### config.mk
export PLATFORM = sky130hd
export DESIGN_NAME = odsc_serial_ctrl
export DESIGN_NICKNAME = d
export VERILOG_FILES = /design/src/hdl/odsc_pkg.sv /design/src/hdl/odsc_serial_ctrl.sv /design/src/hdl/odsc_fault_qual.sv
export SDC_FILE = /design/constraint.sdc
export NUM_CORES = 1
export LEC_CHECK = 0
export BUFFER_PORTS_ARGS = -buffer_cell sky130_fd_sc_hd__buf_2
export CAP_MARGIN = 5
export CORE_MARGIN = 2
export CORE_UTILIZATION = 55
export CTS_CLUSTER_DIAMETER = 40
export CTS_CLUSTER_SIZE = 28
export DETAILED_ROUTE_END_ITERATION = 10
export MAX_ROUTING_LAYER = met4
export PLACE_DENSITY = 0.76
export SYNTH_ARGS = -nofsm -noshare
export SYNTH_HDL_FRONTEND = slang
export SYNTH_SLANG_ARGS = --single-unit
### constraint.sdc
create_clock -name clock -period 2.5 [get_ports clock]
set_clock_uncertainty 0.05 [all_clocks]
set_input_delay 0.5 -clock clock [delete_from_list [all_inputs] [get_ports clock]]
set_output_delay 0.5 -clock clock [all_outputs]
set_load 0.02 [all_outputs]
### src/hdl/odsc_pkg.sv
`default_nettype none
package odsc_pkg;
  localparam int unsigned CLOCK_HZ = 20_000_000;
  // fault qualification times in microseconds
  localparam int unsigned LOAD_FAULT_MIN_US = 100;
  localparam int unsigned LOAD_FAULT_MAX_US = 300;
  localparam int unsigned THERM_FAULT_MIN_US = 40;
  localparam int unsigned THERM_FAULT_MAX_US = 50;
  // least times scale by the whole-MHz clock to cycles, no rounding up
  localparam int unsigned LOAD_FAULT_CYCLES =
    (LOAD_FAULT_MIN_US * (CLOCK_HZ / 1_000_000));
  localparam int unsigned THERM_FAULT_CYCLES =
    (THERM_FAULT_MIN_US * (CLOCK_HZ / 1_000_000));
  // select glitch filter: pulses of 50 ns or less are dropped
  localparam int unsigned CS_GLITCH_NS = 50;
  localparam int unsigned CS_FILTER_CYCLES =
    (CS_GLITCH_NS * (CLOCK_HZ / 1_000_000) + 999) / 1000 + 1;
  localparam int unsigned BYTE_BITS = 8;
  localparam logic [7:0] COMMAND_RESET = 8'h00;
  localparam logic [7:0] FAULT_RESET = 8'h00;
  localparam logic [2:0] BIT_COUNT_RESET = 3'h0;
  localparam int unsigned CHAN_A_INDEX = 4;
  localparam int unsigned CHAN_B_INDEX = 5;
  localparam int unsigned QUAL_WIDTH = 13;
endpackage : odsc_pkg
`default_nettype wire

### src/hdl/odsc_serial_ctrl.sv
`default_nettype none
// Behaviour
// - enable pin high forces channel five/six on
// - channel five/six is pin OR command bit
// - floating enable pins read low externally
// - data out floats while select low
// - first eight bits out are fault latches
// - then input stream delayed eight clocks
// - bytes travel most significant bit first
// - sample on rising, shift on falling
// - clear faults only after valid frame
// - select active only after clock transition
// - select pulses of 50 ns filtered
// - floating select reads low externally
// - received byte loads command register
// - partial byte discarded, command unchanged
// - command bit n drives channel n+1
// - open checked off, short checked on
// - fault bit set per faulty channel
// - faults relatch after clear if present
// - fault latches accumulate until cleared
// - reset leaves fault latches empty
// - load fault qualified over 100 us
// - thermal fault qualified over 40 us
module odsc_serial_ctrl
  import odsc_pkg::*;
(
  input  wire logic       clock,
  input  wire logic       rst_n,
  input  wire logic       chip_select,
  input  wire logic       serial_clock,
  input  wire logic       serial_in,
  output logic            serial_out,
  output logic            serial_out_en,
  input  wire logic       direct_enable_input_a,
  input  wire logic       direct_enable_input_b,
  input  wire logic [7:0] open_load_detect,
  input  wire logic [7:0] short_load_detect,
  input  wire logic [7:0] over_temp_detect,
  output logic [7:0]      driver_channels,
  output logic [7:0]      channel_command_bits,
  output logic [7:0]      channel_fault_bits
);
  typedef enum logic [2:0] {
    STATE_IDLE  = 3'b001,
    STATE_ARMED = 3'b010,
    STATE_SHIFT = 3'b100
  } odsc_state_type;

  // two-stage synchronisers; first stage feeds only the second
  logic [4:0] sync_a;
  logic [4:0] sync_b;
  logic [4:0] pins_async;
  assign pins_async = {chip_select, serial_clock, serial_in,
                       direct_enable_input_a, direct_enable_input_b};

  // open enable pins pulled low outside
  // open select pulled low; stages clear low
  always_ff @(posedge clock) begin
    if (!rst_n) begin
      sync_a <= 5'h00;
      sync_b <= 5'h00;
    end else begin
      sync_a <= pins_async;
      sync_b <= sync_a;
    end
  end

  logic cs_raw;
  logic sck;
  logic sdi;
  logic pin_a;
  logic pin_b;
  assign {cs_raw, sck, sdi, pin_a, pin_b} = sync_b;

  // glitch filter on select: level must hold before it is believed
  // costs two cycles of latency on every select edge
  logic [3:0] cs_cnt;
  logic [3:0] next_cs_cnt;
  logic       cs_filt;
  logic       next_cs_filt;
  logic       sck_q;

  always_comb begin
    next_cs_cnt = 4'h0;
    next_cs_filt = cs_filt;
    if (cs_raw != cs_filt) begin
      next_cs_cnt = cs_cnt + 4'h1;
      if (cs_cnt == 4'(CS_FILTER_CYCLES - 1)) begin
        next_cs_filt = cs_raw;
        next_cs_cnt = 4'h0;
      end
    end
  end

  always_ff @(posedge clock) begin
    if (!rst_n) begin
      cs_cnt  <= 4'h0;
      cs_filt <= 1'b0;
      sck_q   <= 1'b0;
    end else begin
      cs_cnt  <= next_cs_cnt;
      cs_filt <= next_cs_filt;
      sck_q   <= sck;
    end
  end

  // clock and data share one synchroniser, so they stay aligned
  logic sck_rise;
  logic sck_fall;
  assign sck_rise = sck && !sck_q;
  assign sck_fall = !sck && sck_q;

  // serial engine state
  odsc_state_type state;
  odsc_state_type next_state;
  logic [7:0] in_shift;
  logic [7:0] next_in_shift;
  logic [7:0] out_shift;
  logic [7:0] next_out_shift;
  logic [2:0] bit_cnt;
  logic [2:0] next_bit_cnt;
  logic       byte_seen;
  logic       next_byte_seen;
  logic [7:0] last_byte;
  logic [7:0] next_last_byte;
  logic       start_low;
  logic       next_start_low;
  logic       dout;
  logic       next_dout;
  logic [7:0] command;
  logic [7:0] next_command;
  logic [7:0] faults;
  logic [7:0] next_faults;
  logic       clear_faults;

  // qualified fault inputs, one filter per channel and kind
  logic [7:0] load_q;
  logic [7:0] open_q;
  logic [7:0] short_q;
  logic [7:0] therm_q;
  logic [7:0] open_cond;
  logic [7:0] short_cond;

  assign open_cond  = open_load_detect & ~driver_channels;
  assign short_cond = short_load_detect & driver_channels;

  genvar g;
  generate
    for (g = 0; g < 8; g++) begin : g_qual
      odsc_fault_qual #(.CYCLES(LOAD_FAULT_CYCLES)) u_open (
        .clock     (clock),
        .rst_n     (rst_n),
        .cond      (open_cond[g]),
        .qualified (open_q[g])
      );
      odsc_fault_qual #(.CYCLES(LOAD_FAULT_CYCLES)) u_short (
        .clock     (clock),
        .rst_n     (rst_n),
        .cond      (short_cond[g]),
        .qualified (short_q[g])
      );
      odsc_fault_qual #(.CYCLES(THERM_FAULT_CYCLES)) u_therm (
        .clock     (clock),
        .rst_n     (rst_n),
        .cond      (over_temp_detect[g]),
        .qualified (therm_q[g])
      );
    end
  endgenerate
  assign load_q = open_q | short_q;

  // serial frame sequencing
  always_comb begin
    next_state     = state;
    next_in_shift  = in_shift;
    next_out_shift = out_shift;
    next_bit_cnt   = bit_cnt;
    next_byte_seen = byte_seen;
    next_last_byte = last_byte;
    next_start_low = start_low;
    next_dout      = dout;
    next_command   = command;
    clear_faults   = 1'b0;
    case (state)
      STATE_IDLE: begin
        if (cs_filt) begin
          next_out_shift = faults;
          next_dout      = faults[7];
          next_bit_cnt   = BIT_COUNT_RESET;
          next_byte_seen = 1'b0;
          next_start_low = !sck;
          next_state     = STATE_ARMED;
        end
      end
      // one body for both, so the first rise is sampled, not swallowed
      STATE_ARMED, STATE_SHIFT: begin
        // a link clock edge makes select active
        if (sck_rise || sck_fall) begin
          next_state = STATE_SHIFT;
        end
        if (sck_rise) begin
          next_in_shift = {in_shift[6:0], sdi};
          next_bit_cnt  = bit_cnt + 3'h1;
          if (bit_cnt == 3'(BYTE_BITS - 1)) begin
            next_last_byte = {in_shift[6:0], sdi};
            next_byte_seen = 1'b1;
          end
        end
        // eight bit delay line
        // a fall that only arms select moves no data
        if (sck_fall && state == STATE_SHIFT) begin
          next_out_shift = {out_shift[6:0], in_shift[0]};
          next_dout      = out_shift[6];
        end
        if (!cs_filt) begin
          next_state = STATE_IDLE;
          if (byte_seen && bit_cnt == BIT_COUNT_RESET) begin
            next_command = last_byte;
            clear_faults = !sck && start_low;
          end
        end
      end
      default: begin
        next_state = STATE_IDLE;
      end
    endcase
  end

  always_comb begin
    next_faults = faults;
    if (clear_faults) begin
      next_faults = FAULT_RESET;
    end
    // a fault still present at a clear latches again at once
    // set wins over clear
    next_faults = next_faults | load_q | therm_q;
  end

  always_ff @(posedge clock) begin
    if (!rst_n) begin
      state     <= STATE_IDLE;
      in_shift  <= 8'h00;
      out_shift <= 8'h00;
      bit_cnt   <= BIT_COUNT_RESET;
      byte_seen <= 1'b0;
      last_byte <= COMMAND_RESET;
      start_low <= 1'b0;
      dout      <= 1'b0;
      command   <= COMMAND_RESET;
      faults    <= FAULT_RESET;
    end else begin
      state     <= next_state;
      in_shift  <= next_in_shift;
      out_shift <= next_out_shift;
      bit_cnt   <= next_bit_cnt;
      byte_seen <= next_byte_seen;
      last_byte <= next_last_byte;
      start_low <= next_start_low;
      dout      <= next_dout;
      command   <= next_command;
      faults    <= next_faults;
    end
  end

  assign serial_out    = dout;
  assign serial_out_en = (state != STATE_IDLE);

  // channel outputs: command bit n steers channel n+1
  always_comb begin
    driver_channels = command;
    driver_channels[CHAN_A_INDEX] = command[CHAN_A_INDEX] | pin_a;
    driver_channels[CHAN_B_INDEX] = command[CHAN_B_INDEX] | pin_b;
  end

  assign channel_command_bits = command;
  assign channel_fault_bits   = faults;
endmodule : odsc_serial_ctrl
`default_nettype wire

### src/hdl/odsc_fault_qual.sv
`default_nettype none
// one channel: a condition must persist for a cycle count before it reports
module odsc_fault_qual
  import odsc_pkg::*;
#(
  parameter int unsigned CYCLES = 2
) (
  input  wire logic clock,
  input  wire logic rst_n,
  input  wire logic cond,
  output logic      qualified
);
  logic [QUAL_WIDTH-1:0] count;
  logic [QUAL_WIDTH-1:0] next_count;
  localparam logic [QUAL_WIDTH-1:0] LIMIT = QUAL_WIDTH'(CYCLES - 1);

  // counter restarts whenever the condition drops out
  always_comb begin
    next_count = count;
    if (!cond) begin
      next_count = '0;
    end else if (count != LIMIT) begin
      next_count = count + QUAL_WIDTH'(1);
    end
  end

  always_ff @(posedge clock) begin
    if (!rst_n) begin
      count <= '0;
    end else begin
      count <= next_count;
    end
  end

  assign qualified = cond && (count == LIMIT);
endmodule : odsc_fault_qual
`default_nettype wire

==> qor_table.md <==
| Result | This run | Unit |
|---|---|---|
| Clk Latency, worst-skew pair | 0.56 | ns |
| DRT iter0 DRCs | 821 | - |
| Detailed-route via count | 13500 | - |
| Post-route insts no fill | 2403 | - |
| Total standard cell area after synthesis | 16600 | µm² |
| Floorplan die width | 177 | µm |
| Vias per inst | 5.61 | - |
| Largest cells by area after synthesis | dfxtp_1 45%, xnor2_1 7.6%, nor2_1 5.6% | - |
| CTS sink cnt | 375 | - |
| Final critical delay including setup and external delays | 2.10 | ns |
| GRT Overall Usage | 22.2 | % |
| Length in cells of the worst reg-to-reg path | 6 | - |
| Final HPWL from detailed placement | 22.2 | mm |
| Status | completed | - |
| Power share of the sequential group | 44.0 | % |
| Number of logic stages on the critical path including buffering | 3 | - |
| Switching Power | 3070 | µW |
| Clock tree from TritonCTS | done | - |
| Pin count of the biggest net entering global routing | 43 | - |
| Average cell area after synthesis | 8.72 | µm² |
| Final Max Tran Viols | 0 | - |
| Initial core utilization | 55.8 | % |
| Grt total ovfl | 0 | - |
| Resized cells post-CTS | 0 | - |
| VDD IR max | 0.000658 | V |
| Antenna diodes | 0 | - |
| Final Instance Area | 19000 | µm² |
| First-pass GRT wire length | 58.1 | mm |
| Port Buf Inserts | 56 | - |
| Min-Delay Startpoint | direct_enable_input_a | - |
| Most frequent cells in the layout | 375 x dfxtp_1, 248 x nor2_1, 150 x nand3_1 | - |
| Number of remaining DRC errors | 0 | - |
| Post-synth EDFFs | 0 | - |
| Internal power component | 10700 | µW |
| CP startpoint kind | register | - |
| Number of buffers created by CTS | 50 | - |
| Max incr delay on CP | 0.37 | ns |
| Count of max-cap constraint violations | 0 | - |
| Worst setup path category | register to output pin | - |
| Sort of element at the end of the critical path | output pin | - |
| Count of endpoints failing setup in the final report | 0 | - |
| Aggregate negative setup slack | 0 | ns |
| Leakage power | 0.00622 | µW |
| Post-synth ARST share | 0 | % |
| Total number of yosys warnings | 0 | - |
| Seq/Total Area, Yosys | 45.4 | % |
| Core ar. | 29600 | µm² |
| Synth Flop Type | dfxtp_1 | - |
| Final weighted congestion of routability-driven global placement | 0.840 | - |
| Cell accounting for the most synthesized area | dfxtp_1 | - |
| Hold Path Cell Cnt | 2 | - |
| Post-CTS Hold Fix Bufs | 0 | - |
| Clock Power Share | 54.4 | % |
| Total Die Area | 31500 | µm² |
| Multi-input logic area | 8590 | µm² |
| I/O pin cnt | 57 | - |
| Max H-tree Level | 2 | - |
| Most common cell after layout, fill and taps aside | dfxtp_1 | - |
| Start point of the critical path | channel_command_bits[5]$_SDFFE_PN0P_ | - |
| Std-Cell Rows | 63 | - |
| Max transition margin | 60.1 | % |
| Power per standard cell area | 722 | nW/µm² |
| Type of the tightest min-delay check | input port to register | - |
| Share of the synthesized area in the top cell type | 45.4 | % |
| Arrival @ worst endpoint | 1.55 | ns |
| Switching part of the total | 22.4 | % |
| Dpl cell area | 17200 | µm² |
| Post-Route WL | 33.7 | mm |
| Hold Vio Cnt, Final | 0 | - |
| CTS Root Buffer Type | clkbuf_16 | - |
| RSZ-0062 raised after global routing | false | - |
| Setup Buffers After CTS | 0 | - |
| Actual slew at the worst max-slew pin | 0.591 | ns |
| Share of power burned in combinational logic | 1.6 | % |
| WP data required | 1.95 | ns |
| Number of detailed-routing iterations run before antenna repair | 5 | - |
| Area growth syn-to-layout | 15.0 | % |
| Vert. Die Dim | 177 | µm |
| Maximum operating frequency | 0.477 | GHz |
| Vias in the first global route | 12700 | - |
| Critical register-to-register path startpoint | bit_cnt[0]$_SDFFE_PN0P_ | - |
| CTS Buffer Depth | 3 | - |
| Register area | 7510 | µm² |
| Number of nets with antenna violations after detailed routing | 0 | - |
| Maximum fanout count along the critical path | 3 | - |
| Antenna violations before repair | 0 | - |
| Number of standard cells after synthesis | 1899 | - |
| Cell with the biggest individual delay on the critical path | dfxtp_1 | - |
| Syn_nets | 1961 | - |
| Cell family with most CP delay | flip-flops | - |
| Detailed-route wire length per cell | 14.0 | µm |
| Total Nets Final | 2034 | - |
| Placed cells | 2310 | - |
| Crit-path cells | nor2_1, inv_1, buf_2 | - |
| Fin crit share | 83.9 | % |
| Fill cell instance count of the final layout | 2474 | - |
| Critical path buffer and inverter count | 2 | - |
| Layout cell share with drive strength beyond 1 | 9.39 | % |
| #FFs+latches synth | 375 | - |
| Number of different library cells in the post-synthesis netlist | 57 | - |
| Clock transition at the register clock pins on the worst setup and hold paths after CTS | 0.07 | ns |
## worst reg2reg max path, cell delays in order (launching register included)
cell,delay [ns]
dfxtp_1,0.33
inv_1,0.08
ha_1,0.13
nor4bb_1,0.41
and3_1,0.57
mux2i_1,0.26
nor2_1,0.06
## sequential cells by signal, indices dropped and copies added, names as in the netlist, 3 cells and up
| register | count |
|---|---|
| g_qual.u_short.count | 104 |
| out_shift | 7 |
| sync_a | 5 |
| cs_cnt | 4 |
| last_byte | 8 |
| bit_cnt | 3 |
| channel_command_bits | 8 |
| channel_fault_bits | 8 |
| g_qual.u_open.count | 104 |
| sync_b | 5 |
| in_shift | 7 |
| state | 3 |
| g_qual.u_therm.count | 104 |
## stage by stage
| step | total power (µW) | hold slack (ns) | worst slack [ns] | utilization [%] |
|---|---|---|---|---|
| after global placement | 6390 | 0.364 | 0.399 | 58.1 |
| final | 13700 | 0.101 | 0.402 | 64.2 |
| after CTS | 13900 | 0.0804 | 0.421 | 64.2 |
| after floorplan | 6310 | 0.362 | 0.662 | - |
| after global routing | 14200 | 0.0882 | 0.348 | 64.2 |
| after detailed placement | 6400 | 0.376 | 0.365 | 58.1 |
## final timing paths
path / endpoint / slack (ns)
setup / recovery: driver_channels[5] / 0.40
hold / removal: sync_a[1]$_SDFF_PN0_ / 0.10
hold reg to reg: sync_b[0]$_SDFF_PN0_ / 0.39
setup reg to reg: channel_command_bits[2]$_SDFFE_PN0P_ / 0.47
## power groups by stage
stage                     sequential [µW]  clock [µW]  combinational, µW
after floorplan                      6170           0                141
after global placement               6180           0                212
after detailed placement             6180           0                219
after CTS                            6050        7620                221
after global routing                 6050        7880                246
final                                6050        7470                219
## metal layers
layer  track usage [%]  vias to the layer above  wire length, µm
met5                 -                        -                0
met4              6.80                        0              782
met3              3.71                       66             1320
met2              36.5                      179            16100
met1              28.2                     6301            15500
li1                  -                     6923                -
## synthesized netlist by cell type, types with 24 or more instances
master,number
inv_1,62
clkbuf_1,36
nand3_1,150
o21ai_0,79
a31oi_1,29
dfxtp_1,375
ha_1,31
nor3_1,65
nand2_1,149
a21oi_1,95
xor2_1,45
or3_1,58
nand4_1,42
or4_1,24
mux2i_1,39
nor2_1,248
xnor2_1,143
nor4_1,69
## kinds of logic (layout without fill, tap and decap cells)
kind of cell	count (synthesis)	count (layout)	synth area share, %
DFF	375	375	45.4
xor gates and xnor gates	188	188	9.95
buffers and inverters	112	226	2.80
AOI/OAI and AO/OA	254	254	8.90
adders and majority gates	31	31	2.34
muxes	39	39	2.36
and+or+nand+nor	900	900	28.3
## area by class of cell
cell class | instances | share of cell area [%]
inverters | 62 | 1.22
flip-flops and latches | 375 | 39.4
clock inverters | 35 | 2.29
clock buffers | 58 | 7.23
well taps | 390 | 2.56
repair buffers | 71 | 2.13
multi-input cells | 1412 | 45.1
Power figures use the tool's default switching activity.
